File: config.mk
export PLATFORM = sky130hd
export DESIGN_NAME = psl_mux
export DESIGN_NICKNAME = d
export VERILOG_FILES = /design/src/rtl/psl_pin_group.v /design/src/rtl/psl_mux.v
export VERILOG_INCLUDE_DIRS = /design/src /design/src/rtl
export SDC_FILE = /design/constraint.sdc
export NUM_CORES = 1
export LEC_CHECK = 0
export ABC_AREA = 0
export BUFFER_PORTS_ARGS = -buffer_cell sky130_fd_sc_hd__buf_2
export CORE_AREA = 2 2 116 118
export CTS_BUF_LIST = sky130_fd_sc_hd__clkbuf_16
export DETAILED_ROUTE_END_ITERATION = 12
export DIE_AREA = 0 0 118 120
export PLACE_DENSITY = 0.68
export SLEW_MARGIN = 20
export SYNTH_ARGS = -nofsm -noshare
export SYNTH_HDL_FRONTEND = slang
export SYNTH_HIERARCHICAL = 1
export SYNTH_SLANG_ARGS = --single-unit
export TNS_END_PERCENT = 50
File: constraint.sdc
create_clock -name clk_i -period 4.1 [get_ports clk_i]
set_clock_uncertainty 0.1 [all_clocks]
set_input_delay 1.025 -clock clk_i [delete_from_list [all_inputs] [get_ports clk_i]]
set_output_delay 1.025 -clock clk_i [all_outputs]
set_load 0.01 [all_outputs]
File: src/rtl/psl_mux_defs.vh
// constants for the peripheral select and lock mux block
`ifndef PSL_MUX_DEFS_VH
`define PSL_MUX_DEFS_VH
`define PSL_OFF_SELECT       12'h000
`define PSL_OFF_LOCK         12'h018
`define PSL_ADDR_W           12
`define PSL_UNLOCK_KEY       32'h10C0010C
`define PSL_SELECT_RESET     7'h06
`define PSL_SELECT_MASK      32'h0000007F
`define PSL_BIT_AUDIO        0
`define PSL_BIT_SERIAL_A     1
`define PSL_BIT_SERIAL_B     2
`define PSL_BIT_TWO_WIRE     3
`define PSL_BIT_VIDEO_A      4
`define PSL_BIT_VIDEO_B      5
`define PSL_BIT_VIDEO_C      6
`endif

File: src/rtl/psl_pin_group.v
// one shared pin group: steers pins between video data and an alternate function
`timescale 1ns/10ps
module psl_pin_group #(
  parameter W = 8
) (
  input  wire         clk_i,
  input  wire         rst_i,
  input  wire         alt_sel_i,
  input  wire         video_en_i,
  input  wire [W-1:0] video_out_i,
  input  wire [W-1:0] video_oe_i,
  input  wire [W-1:0] alt_out_i,
  input  wire [W-1:0] alt_oe_i,
  output reg  [W-1:0] pin_out_o,
  output reg  [W-1:0] pin_oe_o,
  output reg          video_live_o,
  output reg          alt_live_o
);
  // registered steering; pins float while neither owner is live
  always @(posedge clk_i) begin
    if (rst_i) begin
      pin_out_o    <= {W{1'b0}};
      pin_oe_o     <= {W{1'b0}};
      video_live_o <= 1'b0;
      alt_live_o   <= 1'b0;
    end else begin
      alt_live_o   <= alt_sel_i;
      video_live_o <= ~alt_sel_i & video_en_i;
      if (alt_sel_i) begin
        pin_out_o <= alt_out_i;
        pin_oe_o  <= alt_oe_i;
      end else if (video_en_i) begin
        pin_out_o <= video_out_i;
        pin_oe_o  <= video_oe_i;
      end else begin
        pin_out_o <= {W{1'b0}};
        pin_oe_o  <= {W{1'b0}};
      end
    end
  end
endmodule // psl_pin_group

File: src/rtl/psl_mux.v
// peripheral select register, key lock and shared pin steering
//
// How it works
// - bit 5 enables video port b
// - bit 4 enables video port a
// - bit 3 enables two-wire controller
// - bit 2 gives port b low pins serial
// - bit 1 gives port a low pins serial
// - bit 0 gives upper pins to audio
// - low pins ignore the audio select
// - low pins carry buffered serial signals
// - upper pins carry audio clocks and lanes
// - serial ports a and b selected after power-up, all else disabled
// - key write unlocks the select register
// - lock register reads lock status bit
// - locked writes leave selection unchanged
// - any select write relocks
// - locked after reset
// - bit 6 enables video port c
//
// Local design decisions: the register addresses and register access over AHB-Lite.
`timescale 1ns/10ps
`include "psl_mux_defs.vh"
module psl_mux #(
  parameter LOW_W = 7,
  parameter UP_W  = 8
) (
  input  wire             clk_i,
  input  wire             rst_i,
  // ahb-lite slave
  input  wire             hsel_i,
  input  wire [31:0]      haddr_i,
  input  wire [1:0]       htrans_i,
  input  wire             hwrite_i,
  input  wire [2:0]       hsize_i,
  input  wire             hready_i,
  input  wire [31:0]      hwdata_i,
  output reg  [31:0]      hrdata_o,
  output reg              hreadyout_o,
  output reg              hresp_o,
  // peripheral enables
  output reg              video_port_a_enable_o,
  output reg              video_port_b_enable_o,
  output reg              video_port_c_enable_o,
  output reg              two_wire_ctrl_enable_o,
  output reg              serial_port_a_select_o,
  output reg              serial_port_b_select_o,
  output reg              audio_port_select_o,
  // port a low group: video data 8..2 or serial port a
  input  wire [LOW_W-1:0] vid_a_low_out_i,
  input  wire [LOW_W-1:0] vid_a_low_oe_i,
  input  wire [LOW_W-1:0] ser_a_out_i,
  input  wire [LOW_W-1:0] ser_a_oe_i,
  output wire [LOW_W-1:0] pin_a_low_out_o,
  output wire [LOW_W-1:0] pin_a_low_oe_o,
  output wire             vid_a_low_live_o,
  output wire             ser_a_live_o,
  // port b low group: video data 8..2 or serial port b
  input  wire [LOW_W-1:0] vid_b_low_out_i,
  input  wire [LOW_W-1:0] vid_b_low_oe_i,
  input  wire [LOW_W-1:0] ser_b_out_i,
  input  wire [LOW_W-1:0] ser_b_oe_i,
  output wire [LOW_W-1:0] pin_b_low_out_o,
  output wire [LOW_W-1:0] pin_b_low_oe_o,
  output wire             vid_b_low_live_o,
  output wire             ser_b_live_o,
  // port a upper group: video data 19..12 or audio clocks, frames, mutes
  input  wire [UP_W-1:0]  vid_a_up_out_i,
  input  wire [UP_W-1:0]  vid_a_up_oe_i,
  input  wire [UP_W-1:0]  audio_ctl_out_i,
  input  wire [UP_W-1:0]  audio_ctl_oe_i,
  output wire [UP_W-1:0]  pin_a_up_out_o,
  output wire [UP_W-1:0]  pin_a_up_oe_o,
  output wire             vid_a_up_live_o,
  output wire             audio_ctl_live_o,
  // port b upper group: video data 19..12 or audio serial lanes
  input  wire [UP_W-1:0]  vid_b_up_out_i,
  input  wire [UP_W-1:0]  vid_b_up_oe_i,
  input  wire [UP_W-1:0]  audio_serial_lanes_out_i,
  input  wire [UP_W-1:0]  audio_serial_lanes_oe_i,
  output wire [UP_W-1:0]  pin_b_up_out_o,
  output wire [UP_W-1:0]  pin_b_up_oe_o,
  output wire             vid_b_up_live_o,
  output wire             audio_lanes_live_o
);

  localparam [1:0] HTRANS_NONSEQ = 2'h2;
  localparam [1:0] HTRANS_SEQ    = 2'h3;

  reg  [6:0]  select_q;
  reg  [6:0]  select_d;
  reg         locked_q;
  reg         locked_d;
  reg         wr_pend_q;
  reg  [11:0] wr_addr_q;
  wire        addr_ok;
  wire        take;
  wire [31:0] sel_word;
  wire [31:0] lock_word;

  // address phase accepted on any nonseq or seq while the bus is ready
  assign take    = hsel_i & hready_i & (htrans_i == HTRANS_NONSEQ || htrans_i == HTRANS_SEQ);
  assign addr_ok = (haddr_i[31:`PSL_ADDR_W] == {(32-`PSL_ADDR_W){1'b0}});

  // bus timing, as seen by a master on this slave
  //   edge n   : address phase taken, read data launched
  //   edge n+1 : write data taken, select and lock move
  //   edge n+2 : enable outputs and pin groups follow
  // reads launch at the address edge so no wait state is needed;
  // a write just before a read is forwarded through select_d and
  // locked_d, so a read back never shows stale contents
  // unmapped addresses: writes dropped, reads give zero, still okay

  // capture the address phase for the following data phase
  // only writes need it; reads are answered straight from the address phase
  always @(posedge clk_i) begin
    if (rst_i) begin
      wr_pend_q <= 1'b0;
      wr_addr_q <= 12'h000;
    end else begin
      wr_pend_q <= take & hwrite_i & addr_ok;
      wr_addr_q <= haddr_i[11:0];
    end
  end

  // select register and lock update during write data phase
  always @* begin
    select_d = select_q;
    locked_d = locked_q;
    if (wr_pend_q && wr_addr_q == `PSL_OFF_SELECT) begin
      if (!locked_q) begin
        select_d = hwdata_i[6:0];
      end
      locked_d = 1'b1;
    end else if (wr_pend_q && wr_addr_q == `PSL_OFF_LOCK) begin
      if (hwdata_i == `PSL_UNLOCK_KEY) begin
        locked_d = 1'b0;
      end
    end
  end

  always @(posedge clk_i) begin
    if (rst_i) begin
      select_q <= `PSL_SELECT_RESET;
      locked_q <= 1'b1;
    end else begin
      select_q <= select_d;
      locked_q <= locked_d;
    end
  end

  assign sel_word  = {25'h0000000, select_q};
  assign lock_word = {31'h00000000, locked_q};

  // read data registered from the address phase, zero wait states
  always @(posedge clk_i) begin
    if (rst_i) begin
      hrdata_o    <= 32'h00000000;
      hreadyout_o <= 1'b1;
      hresp_o     <= 1'b0;
    end else begin
      hreadyout_o <= 1'b1;
      hresp_o     <= 1'b0;
      if (take && !hwrite_i && addr_ok && haddr_i[11:0] == `PSL_OFF_SELECT) begin
        hrdata_o <= {25'h0000000, select_d};
      end else if (take && !hwrite_i && addr_ok && haddr_i[11:0] == `PSL_OFF_LOCK) begin
        hrdata_o <= {31'h00000000, locked_d};
      end else begin
        hrdata_o <= 32'h00000000;
      end
    end
  end

  // enable outputs straight from flops, one cycle behind the register
  always @(posedge clk_i) begin
    if (rst_i) begin
      video_port_a_enable_o  <= 1'b0;
      video_port_b_enable_o  <= 1'b0;
      video_port_c_enable_o  <= 1'b0;
      two_wire_ctrl_enable_o <= 1'b0;
      serial_port_a_select_o <= 1'b1;
      serial_port_b_select_o <= 1'b1;
      audio_port_select_o    <= 1'b0;
    end else begin
      video_port_b_enable_o  <= select_q[`PSL_BIT_VIDEO_B];
      video_port_a_enable_o  <= select_q[`PSL_BIT_VIDEO_A];
      video_port_c_enable_o  <= select_q[`PSL_BIT_VIDEO_C];
      two_wire_ctrl_enable_o <= select_q[`PSL_BIT_TWO_WIRE];
      serial_port_a_select_o <= select_q[`PSL_BIT_SERIAL_A];
      serial_port_b_select_o <= select_q[`PSL_BIT_SERIAL_B];
      audio_port_select_o    <= select_q[`PSL_BIT_AUDIO];
    end
  end

  // low group bit order, msb first (data pins 8 down to 2):
  //   bit 6 receive clock
  //   bit 5 receive frame
  //   bit 4 receive data
  //   bit 3 source clock
  //   bit 2 transmit data
  //   bit 1 transmit frame
  //   bit 0 transmit clock
  // port a upper group bit order (data pins 19 down to 12):
  //   bit 7 transmit high-speed clock
  //   bit 6 transmit frame sync
  //   bit 5 transmit bit clock
  //   bit 4 mute out
  //   bit 3 mute in
  //   bit 2 receive high-speed clock
  //   bit 1 receive frame sync
  //   bit 0 receive bit clock
  // port b upper group: audio serial lanes 7..0 on data pins 19..12
  // a switch between owners lands on one edge for all pins of a group,
  // so no pin is ever driven by both functions in the same cycle

  // port a low pins to serial
  psl_pin_group #(.W(LOW_W)) u_low_a (
    .clk_i        (clk_i),
    .rst_i        (rst_i),
    .alt_sel_i    (select_q[`PSL_BIT_SERIAL_A]),
    .video_en_i   (select_q[`PSL_BIT_VIDEO_A]),
    .video_out_i  (vid_a_low_out_i),
    .video_oe_i   (vid_a_low_oe_i),
    .alt_out_i    (ser_a_out_i),
    .alt_oe_i     (ser_a_oe_i),
    .pin_out_o    (pin_a_low_out_o),
    .pin_oe_o     (pin_a_low_oe_o),
    .video_live_o (vid_a_low_live_o),
    .alt_live_o   (ser_a_live_o)
  );

  // port b low pins to serial
  psl_pin_group #(.W(LOW_W)) u_low_b (
    .clk_i        (clk_i),
    .rst_i        (rst_i),
    .alt_sel_i    (select_q[`PSL_BIT_SERIAL_B]),
    .video_en_i   (select_q[`PSL_BIT_VIDEO_B]),
    .video_out_i  (vid_b_low_out_i),
    .video_oe_i   (vid_b_low_oe_i),
    .alt_out_i    (ser_b_out_i),
    .alt_oe_i     (ser_b_oe_i),
    .pin_out_o    (pin_b_low_out_o),
    .pin_oe_o     (pin_b_low_oe_o),
    .video_live_o (vid_b_low_live_o),
    .alt_live_o   (ser_b_live_o)
  );

  // audio control on port a upper
  psl_pin_group #(.W(UP_W)) u_up_a (
    .clk_i        (clk_i),
    .rst_i        (rst_i),
    .alt_sel_i    (select_q[`PSL_BIT_AUDIO]),
    .video_en_i   (select_q[`PSL_BIT_VIDEO_A]),
    .video_out_i  (vid_a_up_out_i),
    .video_oe_i   (vid_a_up_oe_i),
    .alt_out_i    (audio_ctl_out_i),
    .alt_oe_i     (audio_ctl_oe_i),
    .pin_out_o    (pin_a_up_out_o),
    .pin_oe_o     (pin_a_up_oe_o),
    .video_live_o (vid_a_up_live_o),
    .alt_live_o   (audio_ctl_live_o)
  );

  // audio lanes on port b upper
  psl_pin_group #(.W(UP_W)) u_up_b (
    .clk_i        (clk_i),
    .rst_i        (rst_i),
    .alt_sel_i    (select_q[`PSL_BIT_AUDIO]),
    .video_en_i   (select_q[`PSL_BIT_VIDEO_B]),
    .video_out_i  (vid_b_up_out_i),
    .video_oe_i   (vid_b_up_oe_i),
    .alt_out_i    (audio_serial_lanes_out_i),
    .alt_oe_i     (audio_serial_lanes_oe_i),
    .pin_out_o    (pin_b_up_out_o),
    .pin_oe_o     (pin_b_up_oe_o),
    .video_live_o (vid_b_up_live_o),
    .alt_live_o   (audio_lanes_live_o)
  );

endmodule // psl_mux

**Word level (Yosys, flattened, before mapping)**

Index checks and enable logic that the tools add are counted.

- Bits in registers: 126
- Output and inout bits: 109
- Logic and storage cells: 78
- Input port bits: 194

- Bitwise logic cells: 11
- Equality and inequality tests: 5
- Mux-type cells: 23
- Reductions and logical operators: 12

Operators with widths:

| operator | count |
|---|---|
| 7-bit 2-to-1 mux | 11 |
| 8-bit 2-to-1 mux | 8 |
| 32-bit by 29-bit == test with 1-bit output, second input constant | 1 |
| 12-bit by 5-bit == test with 1-bit output, second input constant | 2 |
| 12-bit logical NOT | 2 |
| 20-bit logical NOT | 1 |
| 1-bit bitwise AND | 8 |
| 1-bit logical AND | 6 |
| 2-bit == test, second input constant | 2 |
| 1-bit 2-to-1 mux | 4 |
| 1-bit inverter | 3 |
| 2-bit OR reduction | 1 |
| 1-bit logical NOT | 1 |
| 1-bit logical OR | 1 |

**Depth between registers and ports, before layout**

Gate-level depths: netlist of run 1.

- Depth after elaboration: 8
- Mapped depth: 4
- Gate-level depth less buffers: 4

**Cells and area by module**

The synthesis of run 1 kept the hierarchy.

Modules (own cells, without submodules):

| module | cells an instance | area an instance (um2) | instances | seq. area each (um2) |
|---|---|---|---|---|
| psl_mux | 146 | 1,458.9 | 1 | 700.7 |
| psl_pin_group at u_up_a ... | 74 | 674.4 | 2 | 360.3 |
| psl_pin_group at u_low_a ... | 64 | 626.9 | 2 | 320.3 |

**Least setup slack after synthesis of run 1**

Ideal clock, no wire load.

- Kind: in2reg
- From: input port hwdata_i[10]
- To: register hrdata_o[0]
- Buffers on the path: 0
- Data required time: 3.867 ns
- Arrival: 2.280 ns
- Setup time: 0.133 ns
- Cell stages on the path: 4
- Path slack: 1.587 ns
- Path through: or4_1 -> or4_1 -> o41ai_2 -> o32ai_1

- Longest elaborated chain between the ends: 6

Ends and longest elaborated chain:

| element | line | text |
|---|---|---|
| start: declaration | psl_mux.v:37 | `input wire [31:0] hwdata_i,` |
| 32-bit by 29-bit == test with 1-bit output (no source line) | - |  |
| 1-bit 2-to-1 mux | psl_mux.v:136 | `` if (hwdata_i == `PSL_UNLOCK_KEY) begin `` |
| 1-bit 2-to-1 mux | psl_mux.v:135 | `` end else if (wr_pend_q && wr_addr_q == `PSL_OFF_LOCK) begin `` |
| 1-bit 2-to-1 mux | psl_mux.v:130 | `` if (wr_pend_q && wr_addr_q == `PSL_OFF_SELECT) begin `` |
| 1-bit 2-to-1 mux | psl_mux.v:166 | `` end else if (take && !hwrite_i && addr_ok && haddr_i[11:0] == `PSL_OFF_LOCK) begin `` |
| 7-bit 2-to-1 mux | psl_mux.v:164 | `` if (take && !hwrite_i && addr_ok && haddr_i[11:0] == `PSL_OFF_SELECT) begin `` |
| end signal: assignment | psl_mux.v:165 | `hrdata_o <= {25'h0000000, select_d};` |
| end signal: assignment | psl_mux.v:167 | `hrdata_o <= {31'h00000000, locked_d};` |
| end: declaration | psl_mux.v:38 | `output reg [31:0] hrdata_o,` |

Every way passes these cells.
A chain may end at the register's enable or synchronous reset.

**Worst setup path in the final report of run 1**

Same ends and word-level chain as after synthesis.

==> impl_metrics.env, run 1 <==
export IMPL_p_int_mw=1.64
export IMPL_crit_required_ns=4.20
export IMPL_power_leakage_nw=2.75
export IMPL_period_minus_slack_ns=2.37
export IMPL_p_switching_mw=0.444
export IMPL_relSlewSlack_pct=34.4
export IMPL_synth_top_cells_by_area="dfxtp_1 (51%), nand3b_1 (10%), buf_4 (6.1%)"
export IMPL_viasPerCell=4.41
export IMPL_ios=303
export IMPL_area_delta_synth_final_pct=40.0
export IMPL_gr_total_overflow=0
export IMPL_rsz0062_at_grt="no"
export IMPL_clkTransAtPathRegs_ns=0.07
export IMPL_rr_worst_depth=4
export IMPL_post_route_period_util_pct=57.8
export IMPL_die_area_um2=14200
export IMPL_drt_pass1_iter_count=4
export IMPL_fp_dieW_um=118
export IMPL_ant_nets=0
export IMPL_ys_async_sr_fraction_pct=0
export IMPL_synth_cell_area_um2=4060
export IMPL_n_antenna_cell=0
export IMPL_cts_buffer_depth=2
export IMPL_clkPwrFrac_pct=42.2
export IMPL_grt_max_degree=66
export IMPL_critPathMaxFanout=2
export IMPL_cp_common_cell="or4_1"
export IMPL_synth_most_common_cell="dfxtp_1"
export IMPL_ys_seq_area_share_pct=50.8
export IMPL_antenna_found_initial=0
export IMPL_post_cts_resized=0
export IMPL_synth_ff_type="dfxtp_1"
export IMPL_max_cap_violations=0
export IMPL_synthCells=422
export IMPL_worstPathArrival_ns=2.47
export IMPL_fmax_mhz=422
export IMPL_post_route_util_pct=43.8
export IMPL_grt_usage_pct=15.7
export IMPL_nets=874
export IMPL_tightest_slew_ns=0.984
export IMPL_die_h_um=120
export IMPL_wl_per_cell_um=13.2
export IMPL_reg2reg_from="wr_addr_q[2]"
export IMPL_cts_tree="yes"
export IMPL_syn_area_per_cell_um2=9.62
export IMPL_setup_tns_ns=0
export IMPL_crit_path_end_kind="register"
export IMPL_worst_setup_path_start_kind="input pin"
export IMPL_finalHoldViolCount=0
export IMPL_place_ws_ns=1.37
export IMPL_status="complete, no violations"
export IMPL_whs_ns=0.360
export IMPL_min_path_cells=1
export IMPL_hp_class="register to register"
export IMPL_grt_pass1_vias=3562
export IMPL_setup_violations=0
export IMPL_final_setup_worst_slack_ns=1.73
export IMPL_cts_root_buffer_cell="clkbuf_16"
export IMPL_worstSkewPairLatency_ns=0.33
export IMPL_vias=3786
export IMPL_power_density_nw_per_um2=366
export IMPL_core_rowCount=42
export IMPL_p_seq_share_pct=49.4
export IMPL_slowest_stage="or4_1"
export IMPL_final_max_slew_violation_count=0
export IMPL_comb_power_share_pct=8.4
export IMPL_crit_chain="buf_2 -> or4_1 -> or4_1 -> o41ai_2 -> o32ai_1"
export IMPL_place_congestion=0.732
export IMPL_max_stage_delay_ns=0.49
export IMPL_yosys_warnings=6
export IMPL_whs_endpoint="video_port_c_enable_o"
export IMPL_synth_top_area_share_pct=50.8
export IMPL_numCtsBuffers=9
export IMPL_coreArea_um2=13000
export IMPL_swShare_pct=21.3
export IMPL_initial_core_util_pct=31.3
export IMPL_io_buffers=271
export IMPL_hold_buffers=0
export IMPL_reg2reg_to="hrdata_o[0]"
export IMPL_clock_sinks=103
export IMPL_detail_route_iter0_violations=131
export IMPL_synth_commonest_cells="dfxtp_1 (103), nand2_1 (57), nand3b_1 (56)"
export IMPL_htree_levels=3
export IMPL_worstHoldStart="select_q[6]"
export IMPL_vdd_ir_drop_max_v=0.000219
export IMPL_wl_um=11400
export IMPL_synth_edff_count=0
export IMPL_hpwl_um=8500
export IMPL_ys_types=32
export IMPL_ys_ff_latch=103
export IMPL_critPathKind="input pin to register"
export IMPL_grt_pass1_wl_um=17600
export IMPL_synth_top_area_cell="dfxtp_1"
export IMPL_p_total_mw=2.08
export IMPL_cts_setup_buffers=0
export IMPL_drive_gt1_share_pct=44.9
export IMPL_r2r_slack_ns=1.92
export IMPL_drc=0
## worst max-delay path by stage
stage / start / endpoint / depth (start not counted)
global route: haddr_i[15] / hrdata_o[6] / 5
floorplan: hwdata_i[10] / hrdata_o[0] / 4
finish: hwdata_i[10] / hrdata_o[0] / 5
CTS: hwdata_i[10] / hrdata_o[0] / 5
global placement: hwdata_i[10] / hrdata_o[0] / 5
detailed placement: hwdata_i[10] / hrdata_o[0] / 5
## worst max-delay path, delay by kind of cell
| kind | cells | cell delay [ns] |
|---|---|---|
| and+or+nand+nor | 2 | 0.92 |
| AOI/OAI and AO/OA | 2 | 0.43 |
| buffers and inverters | 1 | 0.09 |
## power groups by stage
stage / registers, mW / clock network, mW / logic (mW)
detailed placement: 1.05 / 0 / 0.176
CTS: 1.03 / 0.914 / 0.177
global route: 1.03 / 0.950 / 0.194
floorplan: 1.06 / 0 / 0.0695
finish: 1.03 / 0.879 / 0.175
global placement: 1.05 / 0 / 0.175
## area by class of cell
| class | instances | area (um^2) |
|---|---|---|
| repair buffers | 276 | 1400 |
| fillers | 1291 | 7290 |
| clock buffers | 9 | 225 |
| multi-input cells | 289 | 1700 |
| inverters | 1 | 3.75 |
| well taps | 176 | 220 |
| clock inverters | 5 | 75.1 |
| flip-flops and latches | 103 | 2060 |
## registers in the layout, indices dropped and copies added (netlist names), 7 cells and up
signal,cells
u_up_a/pin_out_o,8
u_low_a/pin_oe_o,7
u_low_b/pin_oe_o,7
select_q,7
u_up_b/pin_oe_o,8
u_up_b/pin_out_o,8
u_low_a/pin_out_o,7
wr_addr_q,12
u_up_a/pin_oe_o,8
u_low_b/pin_out_o,7
hrdata_o,7
## metal layers
| metal | GRT usage [%] | up-vias | wire, um |
|---|---|---|---|
| li1 | - | 1907 | - |
| met2 | 27.7 | 187 | 5530 |
| met3 | 4.04 | 11 | 905 |
| met1 | 18.0 | 1681 | 4730 |
| met4 | 6.70 | 0 | 195 |
| met5 | 0 | - | 0 |
## placed cells by master, fill, tap and decap left out, types with 2 or more instances in the layout
cell type / netlist / final
nand2b_1: 3 / 3
a21oi_2: 14 / 14
nor2_1: 11 / 11
conb_1: 2 / 27
nor4_1: 7 / 7
buf_4: 33 / 6
nor3_1: 10 / 10
and4b_1: 3 / 3
nor4b_1: 4 / 4
a21oi_1: 42 / 42
nand3b_1: 56 / 56
nand3_1: 3 / 3
buf_2: 12 / 270
and2_1: 4 / 4
dfxtp_1: 103 / 102
or4_1: 4 / 4
clkbuf_16: 0 / 9
nor2b_1: 22 / 22
bufinv_16: 0 / 2
or2_2: 2 / 2
nand2_1: 57 / 57
nand4_1: 2 / 2
a32o_1: 4 / 4
clkinv_1: 0 / 2
mux2i_1: 7 / 7
## per-stage QoR
stage | instances | cell area (um^2)
2_1_floorplan | 447 | 4160
3_3_place_gp | 845 | 5390
3_5_place_dp | 845 | 5390
4_1_cts | 859 | 5690
5_1_grt | 859 | 5690
6_report | 859 | 5690
## kinds of logic after synthesis
logic type,Yosys count,synth area share [%]
flip-flops,103,50.8
AND/OR/NAND/NOR,192,27.7
buffers and inverters,55,9.61
other,2,0.185
AO/OA/AOI/OAI,63,10.0
multiplexers,7,1.73
(Power assumes the default switching activity.)
==> run 2, diff against run 1 <==
--- a/config.mk
+++ b/config.mk
@@ -8,11 +8,11 @@
 export LEC_CHECK = 0
 export ABC_AREA = 0
 export BUFFER_PORTS_ARGS = -buffer_cell sky130_fd_sc_hd__buf_2
-export CORE_AREA = 2 2 116 118
+export CORE_AREA = 2 2 117 119
 export CTS_BUF_LIST = sky130_fd_sc_hd__clkbuf_16
 export DETAILED_ROUTE_END_ITERATION = 12
-export DIE_AREA = 0 0 118 120
-export PLACE_DENSITY = 0.68
+export DIE_AREA = 0 0 119 121
+export PLACE_DENSITY = 0.67
 export SLEW_MARGIN = 20
 export SYNTH_ARGS = -nofsm -noshare
 export SYNTH_HDL_FRONTEND = slang
==> constraint.sdc (replaced) <==
create_clock -name clk_i -period 2.4 [get_ports clk_i]
set_clock_uncertainty 0.1 [all_clocks]
set_input_delay 0.6 -clock clk_i [delete_from_list [all_inputs] [get_ports clk_i]]
set_output_delay 0.6 -clock clk_i [all_outputs]
set_load 0.01 [all_outputs]
==> run 2 against run 1 <==
  * Critical path depth did not move
  * Clock power rose by 63%
  * Combinational power rose by 74%
  * Sequential power rose by 71%
  * Worst hold slack barely moved
  * Critical path type unchanged
  * Largest cell class unchanged
==> impl_metrics.env, run 2 (synthesis gave the netlist of run 1 again) <==
export IMPL_status="complete, no violations"
export IMPL_core_rowCount=42
export IMPL_clkTransAtPathRegs_ns=0.07
export IMPL_layout_cells_most_common_list="buf_2 (270), dfxtp_1 (102), nand2_1 (57)"
export IMPL_hpwl_um=8720
export IMPL_wl_um=11300
export IMPL_comb_power_share_pct=8.7
export IMPL_hp_class="input pin to register"
export IMPL_grt_busiest_layer="met2"
export IMPL_instances_no_fill=867
export IMPL_die_h_um=121
export IMPL_clock_sinks=103
export IMPL_gr_total_overflow=0
export IMPL_hold_buffers=0
export IMPL_mostFrequentLayoutCell="buf_2"
export IMPL_n_antenna_cell=0
export IMPL_setup_tns_ns=0
export IMPL_power_leakage_nw=2.79
export IMPL_whs_ns=0.360
export IMPL_tightest_slew_ns=0.855
export IMPL_p_seq_share_pct=50.3
export IMPL_drive_gt1_share_pct=45.7
export IMPL_grt_usage_pct=15.4
export IMPL_worstPathArrival_ns=2.07
export IMPL_p_total_mw=3.49
export IMPL_ios=303
export IMPL_rsz0062_at_grt="no"
export IMPL_seqCellArea_um2=2060
export IMPL_post_cts_resized=0
export IMPL_initial_core_util_pct=31.0
export IMPL_worst_setup_path_start_kind="input pin"
export IMPL_grt_max_degree=40
export IMPL_cp_endpoint="hrdata_o[0]"
export IMPL_swShare_pct=22.4
export IMPL_grtUsageMet3_pct=3.71
export IMPL_power_density_nw_per_um2=609
export IMPL_rr_worst_depth=4
export IMPL_drc=0
export IMPL_cts_root_buffer_cell="clkbuf_16"
export IMPL_numCtsBuffers=9
export IMPL_place_congestion=0.753
export IMPL_clkPwrFrac_pct=41.0
export IMPL_multi_input_area_um2=1700
export IMPL_reg2reg_to="hrdata_o[0]"
export IMPL_p_switching_mw=0.783
export IMPL_fp_dieW_um=119
export IMPL_worstSkewPairLatency_ns=0.34
export IMPL_cts_tree="yes"
export IMPL_finalHoldViolCount=0
export IMPL_fill_cells=1307
export IMPL_die_area_um2=14400
export IMPL_placed_cells=852
export IMPL_cts_setup_buffers=0
export IMPL_vdd_ir_drop_max_v=0.000378
export IMPL_vias=3836
export IMPL_worstSetupStartpoint="hwdata_i[10]"
export IMPL_critPathMaxFanout=2
export IMPL_max_cap_violations=0
export IMPL_detail_route_iter0_violations=139
export IMPL_antenna_found_initial=0
export IMPL_r2r_slack_ns=0.59
export IMPL_post_route_period_util_pct=81.9
export IMPL_viasPerCell=4.42
export IMPL_period_minus_slack_ns=1.97
export IMPL_io_buffers=271
export IMPL_grt_pass1_wl_um=17400
export IMPL_regMostFlops="wr_addr_q"
export IMPL_fmax_mhz=509
export IMPL_setup_violations=0
export IMPL_coreArea_um2=13100
export IMPL_area_delta_synth_final_pct=41.3
export IMPL_nets=881
export IMPL_wl_per_cell_um=13.0
export IMPL_drt_pass1_iter_count=4
export IMPL_final_max_slew_violation_count=0
export IMPL_relSlewSlack_pct=42.9
export IMPL_ant_nets=0
export IMPL_crit_path_end_kind="register"
export IMPL_grt_pass1_vias=3542
export IMPL_cts_buffer_depth=2
export IMPL_critPathKind="input pin to register"
export IMPL_reg2reg_from="wr_addr_q[7]"
export IMPL_p_int_mw=2.71
export IMPL_met1_usage_pct=17.7
export IMPL_crit_required_ns=2.51
export IMPL_use_met2_pct=27.0
export IMPL_htree_levels=3
export IMPL_largest_reg_flops=12
[run 2: worst min-delay path by stage]
stage                                           start                     end  slack, ns  cells past startpoint
after floorplan                           select_q[3]  two_wire_ctrl_enable_o       0.34                      1
after CTS                 audio_serial_lanes_out_i[6]     u_up_b/pin_out_o[6]       0.34                      2
after detailed placement                  select_q[6]   video_port_c_enable_o       0.36                      1
after global placement                    select_q[6]   video_port_c_enable_o       0.34                      1
after global routing      audio_serial_lanes_out_i[6]     u_up_b/pin_out_o[6]       0.35                      2
final                     audio_serial_lanes_out_i[6]     u_up_b/pin_out_o[6]       0.36                      2
[run 2: critical path, cell delays in order]
cell     delay, ns
buf_2         0.09
or4_1         0.50
or4_1         0.42
o41ai_2       0.32
o32ai_1       0.14
[run 2: layout make-up]
type,count,share of cell area (%)
flip-flops and latches,103,36.0
multi-input cells,289,29.7
repair buffers,283,25.5
clock buffers,9,3.92
well taps,176,3.84
clock inverters,6,1.07
inverters,1,0.0654
[run 2: power by group through the flow]
stage | sequential (mW) | clock, mW | combinational (mW)
after floorplan | 1.81 | 0 | 0.119
after global placement | 1.79 | 0 | 0.304
after global routing | 1.76 | 1.56 | 0.337
after CTS | 1.76 | 1.48 | 0.307
final | 1.76 | 1.43 | 0.304
after detailed placement | 1.80 | 0 | 0.306
[run 2: metrics by stage]
step | setup WS (ns) | instance area (um^2) | util [%]
after CTS | 0.458 | 5740 | 43.9
after global routing | 0.351 | 5740 | 43.9
after detailed placement | 0.0793 | 5450 | 41.7
final | 0.434 | 5740 | 43.9
after floorplan | 0.312 | 4160 | -
after global placement | 0.0974 | 5450 | 41.7
[run 2: per-layer routing]
| metal | part of all wire (%) | wire, um | vias up |
|---|---|---|---|
| met5 | 0 | 0 | - |
| met4 | 2.0 | 223 | 0 |
| met3 | 7.2 | 810 | 16 |
| met2 | 49 | 5510 | 198 |
| met1 | 42 | 4760 | 1693 |
| li1 | - | - | 1929 |
==> run 3, diff against run 2 <==
==> constraint.sdc (replaced) <==
create_clock -name clk_i -period 2 [get_ports clk_i]
set_clock_uncertainty 0.1 [all_clocks]
set_input_delay 0.5 -clock clk_i [delete_from_list [all_inputs] [get_ports clk_i]]
set_output_delay 0.5 -clock clk_i [all_outputs]
set_load 0.01 [all_outputs]
==> run 3 against run 2 <==
  * Setup slack worse by 0.21 ns
  * Total power up 26%
  * First-iteration DRC count up 45%
  * Combinational power up 23%
  * Die area unchanged
  * Core utilization up 0.67 points
  * Cell count up 0.69%
  * Non-clock buffer count up 4
  * Clock power up 34%
  * Sequential power up 20%
  * Via count up 1.5%
  * Count of clock-buffer cells in the layout unchanged
  * Critical path type unchanged
==> impl_metrics.env, run 3 (synthesis gave the netlist of run 1 again) <==
export IMPL_swShare_pct=22.5
export IMPL_die_h_um=121
export IMPL_cts_buffer_depth=2
export IMPL_rsz0062_at_grt="no"
export IMPL_io_buffers=271
export IMPL_comb_power_share_pct=8.5
export IMPL_critical_path_top_delay_family="simple AND/OR/NAND/NOR gates"
export IMPL_htree_levels=3
export IMPL_post_route_util_pct=44.5
export IMPL_hpwl_um=8820
export IMPL_max_stage_delay_ns=0.50
export IMPL_numCtsBuffers=9
export IMPL_hold_buffers=0
export IMPL_critPathKind="input pin to register"
export IMPL_cts_root_buffer_cell="clkbuf_16"
export IMPL_mostFrequentLayoutCell="buf_2"
export IMPL_wl_per_cell_um=13.1
export IMPL_p_seq_share_pct=47.9
export IMPL_crit_required_ns=2.13
export IMPL_ios=303
export IMPL_gr_total_overflow=0
export IMPL_power_leakage_nw=2.82
export IMPL_regMostFlops="wr_addr_q"
export IMPL_hp_class="input pin to register"
export IMPL_setup_violations=0
export IMPL_antenna_found_initial=1
export IMPL_grt_usage_pct=15.5
export IMPL_vias=3893
export IMPL_core_rowCount=42
export IMPL_vdd_ir_drop_max_v=0.000370
export IMPL_worstPathArrival_ns=1.91
export IMPL_clock_sinks=103
export IMPL_final_setup_worst_slack_ns=0.220
export IMPL_reg2reg_to="hrdata_o[3]"
export IMPL_slowest_stage="or4_1"
export IMPL_largest_reg_flops=12
export IMPL_rr_worst_depth=5
export IMPL_max_cap_violations=0
export IMPL_initial_core_util_pct=31.0
export IMPL_reg2reg_from="wr_addr_q[2]"
export IMPL_worstSkewPairLatency_ns=0.34
export IMPL_final_max_slew_violation_count=0
export IMPL_grt_pass1_vias=3559
export IMPL_place_congestion=0.764
export IMPL_area_delta_synth_final_pct=43.4
export IMPL_cts_setup_buffers=0
export IMPL_whs_endpoint="u_up_a/pin_out_o[6]"
export IMPL_r2r_slack_ns=0.25
export IMPL_cts_tree="yes"
export IMPL_wl_um=11500
export IMPL_period_minus_slack_ns=1.78
export IMPL_layout_cells_most_common_list="buf_2 (270), dfxtp_1 (102), nand2_1 (57)"
export IMPL_critPathMaxFanout=2
export IMPL_instances_no_fill=873
export IMPL_grt_max_degree=65
export IMPL_fmax_mhz=562
export IMPL_min_path_cells=2
export IMPL_p_int_mw=3.41
export IMPL_clkPwrFrac_pct=43.6
export IMPL_worstHoldStart="audio_ctl_out_i[6]"
export IMPL_drive_gt1_share_pct=46.3
export IMPL_die_area_um2=14400
export IMPL_detail_route_iter0_violations=201
export IMPL_power_density_nw_per_um2=755
export IMPL_worst_setup_path_start_kind="input pin"
export IMPL_ant_nets=0
export IMPL_crit_chain="buf_2 -> or4_1 -> or4_1 -> o41ai_2 -> o32ai_1"
export IMPL_placed_cells=856
export IMPL_finalHoldViolCount=0
export IMPL_status="complete, no violations"
export IMPL_p_switching_mw=0.990
export IMPL_tightest_slew_ns=0.590
export IMPL_drt_pass1_iter_count=4
export IMPL_place_ws_ns=-0.159
export IMPL_relSlewSlack_pct=60.6
export IMPL_cp_common_cell="or4_1"
export IMPL_nets=885
export IMPL_post_route_period_util_pct=89.0
export IMPL_fp_dieW_um=119
export IMPL_crit_path_end_kind="register"
export IMPL_clkTransAtPathRegs_ns=0.07
export IMPL_drc=0
export IMPL_viasPerCell=4.46
export IMPL_grt_pass1_wl_um=17500
export IMPL_post_cts_resized=0
export IMPL_crit_buf_inv=1
export IMPL_coreArea_um2=13100
==> run 3: power by group through the flow <==
stage          sequential, mW  combinational [mW]  clock, mW
3_5_place_dp             2.15               0.374          0
4_1_cts                  2.11               0.375       1.98
3_3_place_gp             2.15               0.370          0
5_1_grt                  2.11               0.410       2.08
6_report                 2.11               0.373       1.92
2_1_floorplan            2.17               0.142          0
==> run 3: how the worst max path moves through the flow <==
stage            startpoint          end  slack [ns]  cells after the start
5_1_grt        hwdata_i[10]  hrdata_o[0]        0.12                      5
6_report       hwdata_i[10]  hrdata_o[0]        0.22                      5
2_1_floorplan  hwdata_i[10]  hrdata_o[0]        0.01                      4
3_3_place_gp   hwdata_i[10]  hrdata_o[0]       -0.16                      5
3_5_place_dp   hwdata_i[10]  hrdata_o[0]       -0.16                      5
4_1_cts        wr_addr_q[2]  hrdata_o[0]        0.21                      5
==> run 3: per-layer routing <==
layer | wire length [um] | vias to the layer above | track usage [%]
met1 | 4690 | 1758 | 17.6
li1 | - | 1935 | -
met3 | 980 | 14 | 6.20
met2 | 5650 | 184 | 27.0
met4 | 138 | 2 | 4.32
met5 | 13 | - | 0
==> run 3: layout make-up <==
class                           instances  area, um^2
Antenna cell                            1        2.50
Clock buffer                            9         225
Clock inverter                          7         104
Fill cell                            1303        7260
Inverter                                1        3.75
Multi-Input combinational cell        289        1700
Sequential cell                       103        2060
Tap cell                              176         220
Timing Repair Buffer                  287        1500
==> run 3: per-stage QoR <==
| step | total power, mW | hold WS (ns) | TNS [ns] | area [um^2] |
|---|---|---|---|---|
| 2_1_floorplan | 2.31 | 0.338 | 0 | 4160 |
| 3_3_place_gp | 2.52 | 0.354 | -0.264 | 5490 |
| 4_1_cts | 4.47 | 0.246 | 0 | 5820 |
| 6_report | 4.40 | 0.262 | 0 | 5830 |
| 3_5_place_dp | 2.53 | 0.356 | -0.277 | 5490 |
| 5_1_grt | 4.60 | 0.247 | 0 | 5820 |
